==> config.mk <==
export PLATFORM = sky130hd
export DESIGN_NAME = cvl_charge_voltage
export DESIGN_NICKNAME = d
export VERILOG_FILES = /design/src/cvl_pkg.sv /design/src/cvl_i2c_slave.sv /design/src/cvl_charge_voltage.sv
export VERILOG_INCLUDE_DIRS = /design/src /design/src/src
export SDC_FILE = /design/constraint.sdc
export NUM_CORES = 1
export LEC_CHECK = 0
export BUFFER_PORTS_ARGS = -buffer_cell sky130_fd_sc_hd__buf_4
export CAP_MARGIN = 20
export CORE_MARGIN = 3
export CORE_UTILIZATION = 40
export CTS_CLUSTER_DIAMETER = 40
export DETAILED_ROUTE_END_ITERATION = 8
export GPL_TIMING_DRIVEN = 0
export PLACE_DENSITY = 0.67
export SETUP_SLACK_MARGIN = 0.02
export SYNTH_ARGS = -nofsm -noshare
export SYNTH_HDL_FRONTEND = slang
export SYNTH_SLANG_ARGS = --single-unit
==> constraint.sdc <==
create_clock -name core_clk -period 4.2 [get_ports core_clk]
set_input_delay 0 -clock core_clk [delete_from_list [all_inputs] [get_ports core_clk]]
set_output_delay 0 -clock core_clk [all_outputs]
set_load 0.01 [all_outputs]
==> src/cvl_consts.svh <==
// Register offsets, field positions, limits and defaults for the charge voltage limit block
`ifndef CVL_CONSTS_SVH
`define CVL_CONSTS_SVH

`define CVL_ADDR_LIMIT_LOW 8'h04
`define CVL_ADDR_LIMIT_HIGH 8'h05
`define CVL_I2C_DEV_ADDR 7'h09
`define CVL_HIGH_UNUSED_BIT 7
`define CVL_LOW_CODE_LSB 3
`define CVL_CODE_W 12
`define CVL_STEP_MV 8
`define CVL_MIN_MV 1024
`define CVL_MAX_MV 19200
`define CVL_MIN_CODE 12'(`CVL_MIN_MV / `CVL_STEP_MV)
`define CVL_MAX_CODE 12'(`CVL_MAX_MV / `CVL_STEP_MV)
`define CVL_DEF_1CELL_MV 4200
`define CVL_DEF_2CELL_MV 8400
`define CVL_DEF_3CELL_MV 12600
`define CVL_DEF_4CELL_MV 16800
`define CVL_DEF_1CELL_CODE 12'(`CVL_DEF_1CELL_MV / `CVL_STEP_MV)
`define CVL_DEF_2CELL_CODE 12'(`CVL_DEF_2CELL_MV / `CVL_STEP_MV)
`define CVL_DEF_3CELL_CODE 12'(`CVL_DEF_3CELL_MV / `CVL_STEP_MV)
`define CVL_DEF_4CELL_CODE 12'(`CVL_DEF_4CELL_MV / `CVL_STEP_MV)
`define CVL_BIT_CNT_FULL 4'h8

`endif

==> src/cvl_pkg.sv <==
// Types shared by the charge voltage limit block
package cvl_pkg;
    typedef enum logic [2:0] {
        ST_IDLE,
        ST_ADDR,
        ST_ACK,
        ST_WRITE,
        ST_READ,
        ST_RACK
    } cvl_i2c_state_t;

    typedef enum logic [1:0] {
        CELLS_1,
        CELLS_2,
        CELLS_3,
        CELLS_4
    } cvl_cells_t;
endpackage

==> src/cvl_i2c_slave.sv <==
// Byte-level I2C target with register pointer and auto-increment
`include "cvl_consts.svh"

module cvl_i2c_slave (
    input wire logic core_clk,
    input wire logic rst_n,
    input wire logic scl_in,
    input wire logic sda_in,
    output logic sda_out,
    output logic sda_oe,
    input wire logic [7:0] rd_data,
    output logic [7:0] reg_ptr,
    output logic wr_pulse,
    output logic [7:0] wr_addr,
    output logic [7:0] wr_data,
    output logic xfer_end
);
    cvl_pkg::cvl_i2c_state_t state_r;
    logic scl_q_r;
    logic sda_q_r;
    logic [7:0] shift_r;
    logic [7:0] tx_r;
    logic [3:0] cnt_r;
    logic rw_r;
    logic first_r;

    wire scl_rise = scl_in & ~scl_q_r;
    wire scl_fall = ~scl_in & scl_q_r;
    wire start_cond = scl_in & scl_q_r & sda_q_r & ~sda_in;
    wire stop_cond = scl_in & scl_q_r & ~sda_q_r & sda_in;
    wire byte_done = scl_fall & (cnt_r == `CVL_BIT_CNT_FULL);
    wire [7:0] shift_nxt = {shift_r[6:0], sda_in};

    always_ff @(posedge core_clk) begin
        if (!rst_n) begin
            state_r <= cvl_pkg::ST_IDLE;
            scl_q_r <= 1'b1;
            sda_q_r <= 1'b1;
            shift_r <= 8'h00;
            tx_r <= 8'h00;
            cnt_r <= 4'h0;
            rw_r <= 1'b0;
            first_r <= 1'b0;
            reg_ptr <= 8'h00;
            sda_out <= 1'b0;
            sda_oe <= 1'b0;
            wr_pulse <= 1'b0;
            wr_addr <= 8'h00;
            wr_data <= 8'h00;
            xfer_end <= 1'b0;
        end else begin
            scl_q_r <= scl_in;
            sda_q_r <= sda_in;
            wr_pulse <= 1'b0;
            xfer_end <= 1'b0;
            if (start_cond) begin
                // Repeated start also closes the running command
                state_r <= cvl_pkg::ST_ADDR;
                cnt_r <= 4'h0;
                first_r <= 1'b1;
                sda_oe <= 1'b0;
                xfer_end <= 1'b1;
            end else if (stop_cond) begin
                state_r <= cvl_pkg::ST_IDLE;
                sda_oe <= 1'b0;
                xfer_end <= 1'b1;
            end else begin
                case (state_r)
                    cvl_pkg::ST_ADDR: begin
                        if (scl_rise) begin
                            shift_r <= shift_nxt;
                            cnt_r <= cnt_r + 4'h1;
                        end else if (byte_done) begin
                            if (shift_r[7:1] == `CVL_I2C_DEV_ADDR) begin
                                rw_r <= shift_r[0];
                                sda_oe <= 1'b1;
                                state_r <= cvl_pkg::ST_ACK;
                            end else begin
                                state_r <= cvl_pkg::ST_IDLE;
                            end
                        end
                    end
                    cvl_pkg::ST_ACK: begin
                        if (scl_fall) begin
                            if (rw_r) begin
                                sda_oe <= ~rd_data[7];
                                tx_r <= {rd_data[6:0], 1'b0};
                                cnt_r <= 4'h1;
                                state_r <= cvl_pkg::ST_READ;
                            end else begin
                                sda_oe <= 1'b0;
                                cnt_r <= 4'h0;
                                state_r <= cvl_pkg::ST_WRITE;
                            end
                        end
                    end
                    cvl_pkg::ST_WRITE: begin
                        if (scl_rise) begin
                            shift_r <= shift_nxt;
                            cnt_r <= cnt_r + 4'h1;
                        end else if (byte_done) begin
                            if (first_r) begin
                                reg_ptr <= shift_r;
                                first_r <= 1'b0;
                            end else begin
                                wr_pulse <= 1'b1;
                                wr_addr <= reg_ptr;
                                wr_data <= shift_r;
                                reg_ptr <= reg_ptr + 8'h01;
                            end
                            sda_oe <= 1'b1;
                            state_r <= cvl_pkg::ST_ACK;
                        end
                    end
                    cvl_pkg::ST_READ: begin
                        if (byte_done) begin
                            sda_oe <= 1'b0;
                            state_r <= cvl_pkg::ST_RACK;
                        end else if (scl_fall) begin
                            sda_oe <= ~tx_r[7];
                            tx_r <= {tx_r[6:0], 1'b0};
                            cnt_r <= cnt_r + 4'h1;
                        end
                    end
                    cvl_pkg::ST_RACK: begin
                        if (scl_rise) begin
                            if (sda_in) begin
                                state_r <= cvl_pkg::ST_IDLE;
                            end else begin
                                reg_ptr <= reg_ptr + 8'h01;
                                state_r <= cvl_pkg::ST_ACK;
                            end
                        end
                    end
                    default: begin
                        state_r <= cvl_pkg::ST_IDLE;
                    end
                endcase
            end
        end
    end
endmodule

==> src/cvl_charge_voltage.sv <==
// Charge voltage limit register pair with range check, pin default and charge gating
//
// What this block does
// Limit is 12 bits over a low and a high byte, written as one command.
// Settable range 1.024 V to 19.200 V in 8 mV steps.
// Nonzero writes outside the range are dropped; previous setting stays.
// Power-on default from cell pin: 4200, 8400, 12600 or 16800 mV.
// Charging starts only on a host current write once adapter is good.
// Host programs the limit before charge current for non-4.2 V cells.
// Writing zero restores the pin default and forces charge current to zero.
// High byte bits 6..0 weigh 16384 mV down to 256 mV.
// Low byte bits 7..3 weigh 128 mV down to 8 mV.
// High byte bit 7 unused; a one there makes the write invalid.
// Low byte bits 2..0 unused and ignored.
// After reset charge current is held at zero until the host writes it.
// Checks apply to the joined value after both bytes of one command.
`include "cvl_consts.svh"

module cvl_charge_voltage (
    input wire logic core_clk,
    input wire logic rst_n,
    input wire logic scl_in,
    input wire logic sda_in,
    output logic sda_out,
    output logic sda_oe,
    input wire logic [1:0] cell_count_select_pin,
    input wire logic adapter_good_signal,
    input wire logic charge_current_wr_nonzero,
    output logic [11:0] charge_voltage_limit_r,
    output logic charge_current_clear_r,
    output logic charge_enable_r
);
    logic [7:0] reg_ptr;
    logic wr_pulse;
    logic [7:0] wr_addr;
    logic [7:0] wr_data;
    logic xfer_end;
    logic [7:0] stage_low_r;
    logic [7:0] stage_high_r;
    logic got_low_r;
    logic got_high_r;
    logic init_pending_r;

    // Default code for the strapped cell count
    function automatic logic [11:0] cvl_default_code(input logic [1:0] cells);
        case (cvl_pkg::cvl_cells_t'(cells))
            cvl_pkg::CELLS_1: cvl_default_code = `CVL_DEF_1CELL_CODE;
            cvl_pkg::CELLS_2: cvl_default_code = `CVL_DEF_2CELL_CODE;
            cvl_pkg::CELLS_3: cvl_default_code = `CVL_DEF_3CELL_CODE;
            cvl_pkg::CELLS_4: cvl_default_code = `CVL_DEF_4CELL_CODE;
            default: cvl_default_code = `CVL_DEF_1CELL_CODE;
        endcase
    endfunction

    // Readback: code in bits 11..5 high and 4..0 low, unused bits zero
    wire [7:0] rd_low = {charge_voltage_limit_r[4:0], 3'b000}; // see R09
    wire [7:0] rd_high = {1'b0, charge_voltage_limit_r[11:5]};
    wire [7:0] rd_byte = (reg_ptr == `CVL_ADDR_LIMIT_LOW) ? rd_low :
                         (reg_ptr == `CVL_ADDR_LIMIT_HIGH) ? rd_high : 8'h00;

    cvl_i2c_slave u_i2c (
        .core_clk(core_clk),
        .rst_n(rst_n),
        .scl_in(scl_in),
        .sda_in(sda_in),
        .sda_out(sda_out),
        .sda_oe(sda_oe),
        .rd_data(rd_byte),
        .reg_ptr(reg_ptr),
        .wr_pulse(wr_pulse),
        .wr_addr(wr_addr),
        .wr_data(wr_data),
        .xfer_end(xfer_end)
    );

    wire wr_low = wr_pulse & (wr_addr == `CVL_ADDR_LIMIT_LOW);
    wire wr_high = wr_pulse & (wr_addr == `CVL_ADDR_LIMIT_HIGH);

    // Joined value only counts once both halves of one command are in
    wire commit = xfer_end & got_low_r & got_high_r; // see R01
    wire [11:0] new_code = {stage_high_r[6:0], stage_low_r[7:`CVL_LOW_CODE_LSB]}; // see R08 see R09
    wire high_bad = stage_high_r[`CVL_HIGH_UNUSED_BIT];
    wire is_zero = ~high_bad & (new_code == 12'h000);
    wire in_range = (new_code >= `CVL_MIN_CODE) & (new_code <= `CVL_MAX_CODE); // see R02
    wire take_code = commit & ~high_bad & in_range;
    wire take_zero = commit & is_zero;

    always_ff @(posedge core_clk) begin
        if (!rst_n) begin
            stage_low_r <= 8'h00;
            stage_high_r <= 8'h00;
            got_low_r <= 1'b0;
            got_high_r <= 1'b0;
        end else if (xfer_end) begin
            got_low_r <= 1'b0;
            got_high_r <= 1'b0;
        end else begin
            if (wr_low) begin
                stage_low_r <= wr_data;
                got_low_r <= 1'b1;
            end
            if (wr_high) begin
                stage_high_r <= wr_data;
                got_high_r <= 1'b1;
            end
        end
    end

    // Strap is sampled the cycle after reset release, not under reset
    always_ff @(posedge core_clk) begin
        if (!rst_n) begin
            init_pending_r <= 1'b1;
            charge_voltage_limit_r <= 12'h000;
        end else if (init_pending_r) begin
            init_pending_r <= 1'b0;
            charge_voltage_limit_r <= cvl_default_code(cell_count_select_pin);
        end else if (take_zero) begin
            charge_voltage_limit_r <= cvl_default_code(cell_count_select_pin);
        end else if (take_code) begin
            charge_voltage_limit_r <= new_code;
        end
    end

    // Zero-write clear beats a same-cycle current write
    always_ff @(posedge core_clk) begin
        if (!rst_n) begin
            charge_current_clear_r <= 1'b1;
            charge_enable_r <= 1'b0;
        end else begin
            charge_current_clear_r <= take_zero;
            if (take_zero || !adapter_good_signal) begin
                charge_enable_r <= 1'b0;
            end else if (charge_current_wr_nonzero) begin
                charge_enable_r <= 1'b1;
            end
        end
    end
endmodule

==> results of run 1 <==
metrics by stage:
step / std cells / hold slack (ns) / power (W) / instance area, µm² / utilization [%]
floorplan: 479 / 0.119 / 0.000927 / 4050 / -
global placement: 633 / 0.243 / 0.000978 / 4380 / 44.6
detailed placement: 633 / 0.260 / 0.000979 / 4380 / 44.6
CTS: 654 / 0.123 / 0.00155 / 4620 / 47.0
global route: 654 / 0.162 / 0.00161 / 4620 / 47.0
finish: 654 / 0.139 / 0.00155 / 4620 / 47.0
layout by cell type (no fill, tap or decap), types with 3 or more instances in the layout:
| master | Yosys | routed |
|---|---|---|
| sky130_fd_sc_hd__clkbuf_1 | 14 | 16 |
| sky130_fd_sc_hd__o21a_1 | 4 | 4 |
| sky130_fd_sc_hd__o32ai_1 | 4 | 4 |
| sky130_fd_sc_hd__ha_1 | 10 | 10 |
| sky130_fd_sc_hd__nor2_1 | 50 | 50 |
| sky130_fd_sc_hd__nor4b_1 | 3 | 3 |
| sky130_fd_sc_hd__clkbuf_8 | 0 | 9 |
| sky130_fd_sc_hd__a22oi_1 | 3 | 3 |
| sky130_fd_sc_hd__o211ai_1 | 3 | 3 |
| sky130_fd_sc_hd__a21oi_1 | 50 | 50 |
| sky130_fd_sc_hd__nand2b_1 | 9 | 9 |
| sky130_fd_sc_hd__dlygate4sd3_1 | 0 | 5 |
| sky130_fd_sc_hd__a211oi_1 | 3 | 3 |
| sky130_fd_sc_hd__inv_1 | 11 | 11 |
| sky130_fd_sc_hd__nand3b_1 | 4 | 4 |
| sky130_fd_sc_hd__buf_2 | 7 | 7 |
| sky130_fd_sc_hd__o21ai_0 | 14 | 14 |
| sky130_fd_sc_hd__nor3_1 | 9 | 9 |
| sky130_fd_sc_hd__o31ai_1 | 7 | 7 |
| sky130_fd_sc_hd__nor3b_1 | 3 | 3 |
| sky130_fd_sc_hd__nand4b_1 | 3 | 3 |
| sky130_fd_sc_hd__nand2_1 | 80 | 80 |
| sky130_fd_sc_hd__buf_4 | 3 | 24 |
| sky130_fd_sc_hd__mux2i_1 | 27 | 27 |
| sky130_fd_sc_hd__o311a_2 | 4 | 4 |
| sky130_fd_sc_hd__clkinvlp_4 | 0 | 3 |
| sky130_fd_sc_hd__dfxtp_1 | 83 | 83 |
| sky130_fd_sc_hd__nand3_1 | 13 | 13 |
| sky130_fd_sc_hd__a31oi_1 | 4 | 4 |
synth_stat cells (all sizes together) (7+ instances only):
library cell,count,share of area [%]
ha,10,3.1
nand2,80,7.4
nor3,10,1.4
o31ai,7,1.3
inv,11,1.0
clkbuf,14,1.3
nand3,13,1.6
o21ai,16,2.0
nor2,50,4.6
mux2i,27,6.7
nand2b,9,1.4
dfxtp,83,41
a21oi,50,6.2
buf,14,2.2
flip-flops by register name, indices dropped and copies added (netlist names), 3 cells and up:
name	count
stage_low_r	5
u_i2c.wr_addr	8
u_i2c.cnt_r	4
u_i2c.shift_r	8
charge_voltage_limit_r	12
u_i2c.tx_r	7
stage_high_r	8
u_i2c.wr_data	8
u_i2c.state_r	3
u_i2c.reg_ptr	8
worst max-delay path: stages, from the launching register on:
cell,delay [ns]
sky130_fd_sc_hd__dfxtp_1,0.35
sky130_fd_sc_hd__inv_1,0.08
sky130_fd_sc_hd__ha_1,0.18
sky130_fd_sc_hd__and3b_1,0.26
sky130_fd_sc_hd__nand2_1,0.19
sky130_fd_sc_hd__nor4b_4,0.48
sky130_fd_sc_hd__buf_2,0.29
sky130_fd_sc_hd__nand2_1,0.09
sky130_fd_sc_hd__a21oi_1,0.12
power breakdown:
group / leakage, nW / internal (W) / switching, W
clock network: 0.0862 / 0.000277 / 0.000303
logic: 0.859 / 0.0000572 / 0.0000934
registers: 0.673 / 0.000801 / 0.0000160
total: 1.62 / 0.00114 / 0.000412
worst min path at each step:
stage                               from                                      to  slack [ns]  cells after the start
2_1_floorplan                     sda_in                u_i2c.sda_q_r$_SDFF_PN1_        0.12                      1
3_3_place_gp   charge_current_wr_nonzero            charge_enable_r$_SDFFE_PP0P_        0.24                      3
3_5_place_dp   charge_current_wr_nonzero            charge_enable_r$_SDFFE_PP0P_        0.26                      3
4_1_cts         cell_count_select_pin[0]  charge_voltage_limit_r[3]$_SDFFE_PN0P_        0.12                      4
5_1_grt         cell_count_select_pin[0]  charge_voltage_limit_r[3]$_SDFFE_PN0P_        0.16                      4
6_report        cell_count_select_pin[0]  charge_voltage_limit_r[3]$_SDFFE_PN0P_        0.14                      4
layout make-up:
type                            instances  area share (%)
Sequential cell                        83            36.0
Multi-Input combinational cell        357            47.8
Inverter                               11           0.894
Tap cell                              133            3.60
Clock inverter                          5            1.33
Buffer                                 28            3.03
Timing Repair Buffer                   26            4.50
Clock buffer                           11            2.84
metal layers:
| layer | share of wire (%) | global-route usage, % | wire length (µm) | vias up |
|---|---|---|---|---|
| met1 | 48 | 25.0 | 4720 | 1657 |
| li1 | - | - | - | 1773 |
| met3 | 4.9 | 2.65 | 483 | 11 |
| met5 | 0 | 0 | 0 | - |
| met4 | 2.0 | 8.58 | 194 | 0 |
| met2 | 46 | 28.4 | 4530 | 100 |
cells by family (layout without fill, tap and decap cells):
logic type	count (synthesis)	in the layout	synth area share (%)
simple gates	199	199	24.9
compound gates	117	117	19.1
flops	83	83	41.0
buf+inv	39	81	4.48
mux	28	28	6.95
fa+ha+maj	10	10	3.09
xor+xnor	2	2	0.432
other cells	1	1	0.0926
==> results.txt, run 1 <==
The flow ran to the end, and the final reports show no timing, DRC or antenna violations. Counting every net in the synthesized netlist gives between 400 and 500. The height of the die is roughly 110 µm. The setup TNS came out at 0 ns. The number of buffers created by CTS is 9. The net count reported at finish came out at around 530. The fraction of final layout cells with drive strength greater than 1 is 13.1%. The clock tree synthesis step divided the H-tree into 3 levels. The number of violations of the max-capacitance limit came out at 0. The count of buffers added on input and output ports is 21. The number of sinks on the clock net is just over 80.

The number of fill cells came out at between 900 and 1000. The detail route stage leaves a number of antenna-violating nets equal to 0. The area enclosed by the die boundary came out at 11400 µm².

The number of gates resized after CTS was 0. The length of the first detailed-routing pass in iterations is 4. The count of antenna diodes in the layout came out at 0. The minimum setup slack among reg-to-reg paths came out at about 2.1 ns. The final global-route overflow total is 0.

The final max-slew violation count is 0. STA classifies the critical path endpoint as a register. The count of standard-cell rows came out at 36. The maximum vdd ir drop came out at between 0.1 and 0.15 mV. The I/O pin count came out at 24. The post-synthesis to final-layout area growth is 14.0%. The pin count of the biggest net entering global routing came out at 15. Data on the critical path arrives at its endpoint at 2.41 ns.

The number of hold violations in the final report was 0. The critical path starts at u_i2c.cnt_r[0]$_SDFFE_PP0P_. The register clock-pin slew on the reported worst setup and hold paths came out at 0.09 ns. In this run, the number of DRC markers left after iteration 0 of detailed routing was between 300 and 400. The most used flip-flop cell after synthesis is sky130_fd_sc_hd__dfxtp_1. The hold buffer count at cts came out at 5. The buffer cell driving the clock tree root is sky130_fd_sc_hd__clkbuf_8. Setup repair after global routing left no endpoint under its margin.

Once the floorplan was initialized, standard cells occupied between 40 and 50% of the core. The worst setup path is of the reg2reg kind. After layout, the worst path uses about half of the clock period. The share of flip-flops with an asynchronous set or reset came out at 0%. The overall routed net length came out at between 9000 and 10000 µm. In this run the critical register-to-register path is launched from u_i2c.cnt_r[0]$_SDFFE_PP0P_. The average wire per standard cell came out at roughly 15 µm. Measured in cells, the most critical reg-to-reg path has a length of 8. The wire-length estimate of the detail-placed layout is roughly 7400 µm. The total number of yosys warnings came out at 0. The combined area of the multi-input logic cells is 2210 µm². The total of flip-flops plus latches after synthesis came out at 83.

Buffers added to address setup during post-CTS repair amount to 0. The number of setup violations in the final report is 0. Global routing consumed, over all layers together, 18.3% of the routing resources. The synthesized area came out at slightly above 4000 µm². For this run, the top clock speed supported by timing is 472 MHz. A synthesized cell averages between 8 and 9 µm².

The number of global-route vias before repair came out at 3349. The proportion of synthesized chip area in sequential cells is between 40% and 50%. The unique cell type count in the Yosys netlist is 65. The number of synthesized flops with an enable pin came out at 0.

Data on the critical path is required at its endpoint by 4.49 ns. The count of mapped cells out of synthesis is roughly 480. For the pin with the worst max-slew slack, the measured transition is between 0.5 and 0.6 ns. The final setup slack of the worst path came out at between 2 and 2.5 ns. The worst slew slack as a fraction of its limit came out at 60.7%. The clock latency at the later pin of the worst-skew pair came out at between 0.3 and 0.4 ns. The highest fanout seen on the critical path came out at 10. Before CTS, the worst setup slack after placement is approximately 2.1 ns. Dividing the detail-routed via count by the number of cells gives approximately 5.4. For this run, design rule violations remaining after detail routing come to 0. The worst setup path is launched from a register. The worst min-delay path category is in2reg. Routability-driven placement finished with a final weighted congestion of 0.939.

The reported leakage power came out at approximately 1.6 nW. The detailed-route via count came out at 3541. The endpoint of the worst setup timing path is u_i2c.wr_data[7]$_SDFFE_PN0P_. TritonCTS built the clock tree. The worst register-to-register path ends at u_i2c.wr_data[7]$_SDFFE_PN0P_. The post-layout minimum cycle time came out at between 2 and 2.5 ns.

The power per standard cell area is 335 nW/µm². The number of antenna violations at the first check in global routing is 0. Registers take 1660 µm².

The region available for standard cell placement spans around 9800 µm². The first-pass GRT wire length is ~17000 µm. The worst clock skew on the final layout came out at 0.0150 ns. The floorplan die width is roughly 110 µm.

The deepest clock path buffer count is 2.
(Power assumes the default switching activity.)
==> run 2, diff against run 1 <==
clock period = 2 ns   (was 4.2 ns; I/O delays follow)
==> run 2 against run 1 <==
  * Global-route usage up 0.11 points
  * Die area stayed put
  * Via count is 3.0% higher
  * Clock power increased by 110%
  * Hold slack improved by 0.010 ns
  * Register-to-register slack worse by 2.0 ns
==> results.txt, run 2 (synthesized netlist as in run 1, its figures left out) <==
The number of violations of the max-capacitance limit came to 0 (unchanged). The flow ran to the end, and the final reports show no timing, DRC or antenna violations. The area enclosed by the die boundary came out at 11400 µm² (unchanged). The length of routed met2 wiring came out at 4730 µm (+4.5%). The total design power came out at 0.00327 W (+110%).

The post-route core utilization is 49.2% (+2.2 points). The number of antenna violations at the first check in global routing is 0 (unchanged). The final global-route overflow total came out at 0 (unchanged).

The power per standard cell area came to 677 nW/µm² (+100%). The worst hold slack across all endpoints came to 0.150 ns (+0.0105 ns). The detailed router used layers up to and including met4. The data required time of the critical path is 2.31 ns (-2.18 ns). The deepest clock path buffer count came out at 2 (unchanged). The net count reported at finish is 544 (+1.9%). The maximum vdd ir drop came out at 0.260 mV (+110%). The length of the first detailed-routing pass in iterations was 4 (unchanged). The arrival time at the worst endpoint is 2.27 ns (-0.14 ns). The pre-CTS worst setup slack is -0.0707 ns (-2.20 ns).

The number of buffers created by CTS came out at 9 (unchanged). The most flop-heavy register is charge_voltage_limit_r. The number of global-route vias before repair came to 3379 (+0.90%). The number of fill cells was 928 (-4.1%). Setup repair after global routing could not meet its margin everywhere.

The endpoint class of the critical path is a register. The worst hold path belongs to the class in2reg. The met3 layer wire length in the routed design came out at 473 µm (-2.1%). The post-synthesis to final-layout area growth is 19.3%.

The overall routed net length came out at 10200 µm (+2.6%). The transition time at the pin with the least slew margin came to 0.678 ns (+0.0892 ns). The height of the die came out at 107 µm (unchanged).

The worst slew slack as a fraction of its limit is 54.8% (-5.9 points). Leaving out fill and tap cells, the most frequent cells in the layout are sky130_fd_sc_hd__nand2_1 (79), sky130_fd_sc_hd__dfxtp_1 (76), sky130_fd_sc_hd__nor2_1 (50), sky130_fd_sc_hd__a21oi_1 (49), sky130_fd_sc_hd__buf_4 (34). The count of unresolved DRC violations after routing was 0 (unchanged). The fraction of final layout cells with drive strength greater than 1 is 19.2% (+6.2 points). The core area is 9820 µm² (unchanged). The overall fraction of global-route tracks in use is 18.4% (+0.11 points).

The count of standard-cell rows came out at 36 (unchanged). The reported leakage power came out at 1.69 nW (+4.6%). The per-cell via count in the routed design is 5.49 (+1.5%). The violation count after the first detailed-routing iteration came out at 277 (-8.3%).

The final max-slew violation count was 0 (unchanged). The critical path start-end classification is reg2reg. The floorplan die width is 107 µm (unchanged). The buffer and inverter count on the worst path is 1 (-1). The maximum clock frequency is 509 MHz (+8.0%).

The number of sinks on the clock net is 83 (unchanged). CTS placed an instance of sky130_fd_sc_hd__clkbuf_8 at the clock tree root. The post-route clock period utilization is 98.2% (+48 points). The detailed placer's ending HPWL is 7350 µm (unchanged). The TritonCTS clock tree is done. The slowest stage cell on the critical path is sky130_fd_sc_hd__or4b_4. The number of hold violations in the final report is 0 (unchanged).

The pin count of the biggest net entering global routing came to 15 (unchanged). The count of antenna diodes in the layout was 0 (unchanged). The largest stage delay on the critical path came out at 0.56 ns (+0.08 ns). The met1 wire length is 4680 µm (-0.70%). The number of flip-flops in the largest register is 12 (unchanged). The post-layout minimum cycle time came out at 1.96 ns (-0.156 ns). The effective utilization at floorplan is 41.3% (unchanged). The final setup slack of the worst path came out at 0.0365 ns (-2.04 ns).

On the critical path the largest part of the delay comes from simple AND/OR/NAND/NOR gates. The number of port buffers is 21 (unchanged). The remaining antenna violation count after routing is 0 (unchanged). The first-pass GRT wire length is 16800 µm (+0.87%). The detailed-route via count came out at 3648 (+3.0%). The final weighted congestion of routability-driven global placement is 0.939 (unchanged).

The leading cell type in the layout, fill and taps excluded is sky130_fd_sc_hd__nand2_1. The average wire per standard cell is 15.3 µm (+1.1%). The clock latency at the later pin of the worst-skew pair came to 0.37 ns (about the same).

STA classifies the critical path startpoint as a register. The worst clock skew on the final layout came out at 0.0139 ns (-0.00117 ns). The highest fanout seen on the critical path came out at 6 (-4).

The number of setup violations in the final report is 0 (unchanged). The register clock-pin slew on the reported worst setup and hold paths came out at 0.09 ns (about the same). The H-tree depth reported by CTS came out at 3 (unchanged). The signal on the critical path passes through or4b_4 -> or2_4 -> nor4b_4 -> buf_4 -> nand3_2 -> a21oi_2.

The I/O pin count was 24 (unchanged).
run 2: cell count changes in the layout (fill, tap and decap cells not counted), sizes merged:
cell | before | now
buf | 35 | 46
clkbuf | 25 | 24
run 2: report_power, final:
group	leakage, nW	total, W	internal (W)	switching (W)
clock	0.0862	0.00122	0.000582	0.000639
combinational	0.929	0.000332	0.000127	0.000205
sequential	0.677	0.00172	0.00168	0.0000372
total	1.69	0.00327	0.00239	0.000881
run 2: final cells by class:
cell class              instances  area [µm²]  area share (%)
flip-flops and latches         83        1680            34.7
well taps                     133         166            3.44
clock buffers                  11         131            2.72
repair buffers                 38         303            6.27
clock inverters                 5        61.3            1.27
multi-input cells             357        2310            47.7
inverters                      11        41.3           0.854
plain buffers                  26         148            3.06
run 2: worst reg2reg max path, cell delays in order (launching register included):
cell and delay, ns:
sky130_fd_sc_hd__dfxtp_4 0.37, sky130_fd_sc_hd__or4b_4 0.56, sky130_fd_sc_hd__or2_4 0.29, sky130_fd_sc_hd__nor4b_4 0.34
sky130_fd_sc_hd__buf_4 0.17, sky130_fd_sc_hd__nand3_2 0.07, sky130_fd_sc_hd__a21oi_2 0.11
run 2: layer usage:
metal	up-vias	GRT usage, %
li1	1801	-
met1	1714	25.0
met2	113	28.9
met3	20	2.65
met4	0	8.68
met5	-	0
run 2: worst paths after layout:
check / startpoint / end / slack [ns] / cells after the start
max: u_i2c.reg_ptr[5]$_SDFFE_PN0P_ / u_i2c.tx_r[1]$_SDFFE_PN0P_ / 0.04 / 6
min: cell_count_select_pin[0] / charge_voltage_limit_r[3]$_SDFFE_PN0P_ / 0.15 / 4
max reg2reg: u_i2c.reg_ptr[5]$_SDFFE_PN0P_ / u_i2c.tx_r[1]$_SDFFE_PN0P_ / 0.04 / 6
min reg2reg: u_i2c.wr_data[0]$_SDFFE_PN0P_ / u_i2c.wr_data[0]$_SDFFE_PN0P_ / 0.46 / 2
run 2: metrics by stage:
step	setup TNS, ns	area (µm²)	cells
after floorplan	0	4050	479
after global placement	-0.0893	4380	633
after detailed placement	-0.518	4380	633
after CTS	0	4670	656
after global routing	-0.0339	4830	664
final	0	4830	664
run 2: repair_timing:
item,4_1_cts,5_1_grt
hold buffers,5,0
cloned,0,1
gates resized for setup,8,36
endpoints found under the hold margin,4,0
setup buffers,2,9
pin swaps,3,12
endpoints found under the setup margin,26,48
==> run 3, diff against run 2 <==
BUFFER_PORTS_ARGS = not set   (was -buffer_cell sky130_fd_sc_hd__buf_4)
CORE_UTILIZATION = 63   (was 40)
DONT_BUFFER_PORTS = 1   (was not set)
PLACE_DENSITY = 0.9   (was 0.67)
==> run 3 against run 2 <==
  * The flow now finishes with violations (setup timing)
  * Die area down 35%
  * Sequential cell count unchanged
  * Utilization up 28 points
  * Sequential power about the same
  * Global-route usage up 10 points
  * Via count up 6.5%
  * Critical endpoint is now charge_voltage_limit_r[4]$_SDFFE_PN0P_
==> results.txt, run 3 (synthesized netlist as in run 1, its figures left out) <==
The worst slew slack as a fraction of its limit came out at 59.6% (+4.9 points). TritonCTS built the clock tree. The number of hold violations in the final report is 0 (unchanged). The number of instances in the placed design came out at 554 (-12%). The number of port buffers came out at 0 (-100%). The H-tree depth reported by CTS was 3 (unchanged). The number of violations of the max-capacitance limit came out at 0 (unchanged).

The worst min-delay path category is in2reg. Setup repair after global routing could not meet its margin everywhere. The power per standard cell area is 732 nW/µm² (+8.2%). The length of the first detailed-routing pass in iterations came to 5 (+1). The run finished, with violations left. The combined area of the multi-input logic cells is 2320 µm² (+0.76%). The first-pass GRT wire length came out at 16800 µm (about the same). The number of cell instances on the worst register-to-register path came out at 5 (-1). The per-cell via count in the routed design came out at 6.62 (+20%).

The number of cells in the finished layout apart from fillers came to 587 (-12%). The number of fill cells came out at 383 (-59%). The largest stage delay on the critical path came out at 0.58 ns (+0.02 ns). The count of antenna diodes in the layout is 0 (unchanged). The final reports fail on setup timing. The number of sinks on the clock net came to 83 (unchanged). The deepest clock path buffer count came out at 2 (unchanged). In this design, the largest share of critical-path delay is due to simple AND/OR/NAND/NOR gates. The post-route clock period utilization was 102% (+3.5 points). The post-route core utilization is 77.0% (+28 points). The worst setup path is of the reg2reg kind. The I/O pin count is 24 (unchanged).

The violation count after the first detailed-routing iteration is 261 (-5.8%). The area enclosed by the die boundary came out at 7430 µm² (-35%). The reported leakage power came out at 1.63 nW (-3.9%). The number of antenna violations at the first check in global routing is 0 (unchanged). The number of setup violations in the final report is 1 (+1).

The fraction of final layout cells with drive strength greater than 1 is 17.2% (-2.0 points). The final global-route overflow total is 0 (unchanged). The setup TNS is -0.0344 ns (-0.0344 ns). The effective utilization at floorplan came out at 66.8% (+26 points). The register with the most flip-flops in the final layout is charge_voltage_limit_r. The critical path depth is 5 (-1). The register clock-pin slew on the reported worst setup and hold paths came out at 0.09 ns (about the same).

The count of standard-cell rows is 28 (-22%). The post-layout minimum cycle time came out at 2.03 ns (+0.0709 ns). The number of global-route vias before repair came to 3559 (+5.3%). The height of the die came out at 86.2 µm (-19%). The slowest stage of the critical path is the sky130_fd_sc_hd__or4_4 cell.

The overall routed net length is 11100 µm (+8.7%). The core area is 6060 µm² (-38%). The post-synthesis to final-layout area growth is 15.2%. The library cell used most frequently in the layout, excluding fill and tap cells, is sky130_fd_sc_hd__nand2_1. The buffer and inverter count on the worst path is 0 (-1). The floorplan die width is 86.2 µm (-19%). The buffer cell driving the clock tree root is sky130_fd_sc_hd__clkbuf_8. The maximum clock frequency is 492 MHz (-3.5%). The number of flip-flops in the largest register came out at 12 (unchanged). The maximum vdd ir drop came out at 0.914 mV (+250%).

The overall fraction of global-route tracks in use is 28.4% (+10 points). The total design power is 0.00342 W (+4.5%). The number of instances on the worst hold path is 2 (-2).

STA classifies the critical path startpoint as a register. The data required time of the critical path came out at 2.24 ns (-0.07 ns). The net count reported at finish came out at 525 (-3.5%).

The pre-CTS worst setup slack is -0.0572 ns (+0.0135 ns). The detailed placer's ending HPWL was 7050 µm (-4.1%). The transition time at the pin with the least slew margin came to 0.606 ns (-0.0728 ns). Leaving out fill and tap cells, the most frequent cells in the layout are sky130_fd_sc_hd__nand2_1 (79), sky130_fd_sc_hd__dfxtp_1 (76), sky130_fd_sc_hd__nor2_1 (50), sky130_fd_sc_hd__a21oi_1 (48), sky130_fd_sc_hd__mux2i_1 (27). The clock latency at the later pin of the worst-skew pair came to 0.36 ns (about the same). The sequential cell area is 1670 µm² (-0.30%). The average wire per standard cell is 18.8 µm (+23%).

Walking the worst path, the cells encountered are or4_4 -> nor4_4 -> a31oi_4 -> o31ai_1 -> a21oi_1. The remaining antenna violation count after routing came out at 0 (unchanged). The worst setup path is captured at a register. The final weighted congestion of routability-driven global placement came out at 0.934 (-0.46%). The detailed-route via count is 3886 (+6.5%). The pin count of the biggest net entering global routing came out at 17 (+2). The arrival time at the worst endpoint is 2.27 ns (about the same).

The final max-slew violation count was 0 (unchanged). The worst clock skew on the final layout is 0.00668 ns (-0.00718 ns). The number of buffers created by CTS came out at 9 (unchanged). The highest fanout seen on the critical path came out at 7 (+1). The count of unresolved DRC violations after routing is 0 (unchanged). The final setup slack of the worst path was -0.0344 ns (-0.0709 ns).
-- run 3: cell type report --
| type | count | share of cell area (%) |
|---|---|---|
| well taps | 75 | 2.01 |
| repair buffers | 19 | 3.43 |
| inverters | 11 | 0.885 |
| plain buffers | 26 | 3.08 |
| multi-input cells | 357 | 49.8 |
| clock inverters | 7 | 2.36 |
| clock buffers | 9 | 2.65 |
| flip-flops and latches | 83 | 35.8 |
-- run 3: worst paths after layout --
| path | from | endpoint | slack (ns) |
|---|---|---|---|
| setup / recovery | stage_high_r[2]$_SDFFE_PN0P_ | charge_voltage_limit_r[4]$_SDFFE_PN0P_ | -0.03 |
| setup reg to reg | stage_high_r[2]$_SDFFE_PN0P_ | charge_voltage_limit_r[4]$_SDFFE_PN0P_ | -0.03 |
| hold reg to reg | u_i2c.wr_data[1]$_SDFFE_PN0P_ | u_i2c.wr_data[1]$_SDFFE_PN0P_ | 0.47 |
| hold / removal | scl_in | u_i2c.scl_q_r$_SDFF_PN1_ | 0.03 |
-- run 3: repair_timing --
item / CTS / global route
hold endpoints to repair: 5 / 0
hold buffers: 5 / 0
gates cloned: 0 / 2
pin swaps: 2 / 7
setup buffers: 1 / 11
endpoints found under the setup margin: 38 / 50
resized for setup: 10 / 33
-- run 3: power by group --
| part | internal [W] | switching (W) | leakage, nW | total (W) |
|---|---|---|---|---|
| Combinational | 0.000101 | 0.000189 | 0.837 | 0.000290 |
| Clock | 0.000724 | 0.000672 | 0.113 | 0.00140 |
| Sequential | 0.00168 | 0.0000481 | 0.676 | 0.00173 |
-- run 3: metal layers --
| metal | GRT usage (%) | up-vias | part of all wire (%) |
|---|---|---|---|
| li1 | - | 1759 | - |
| met1 | 34.1 | 1847 | 39 |
| met2 | 48.3 | 222 | 48 |
| met3 | 6.56 | 58 | 8.3 |
| met4 | 12.9 | 0 | 4.6 |
| met5 | 0 | - | 0 |
-- run 3: metrics by stage --
stage	hold slack, ns	cell area [µm²]
6_report	0.0290	4670
5_1_grt	0.0444	4670
4_1_cts	0.0136	4470
3_5_place_dp	0.133	4150
3_3_place_gp	0.128	4150
2_1_floorplan	0.119	4050
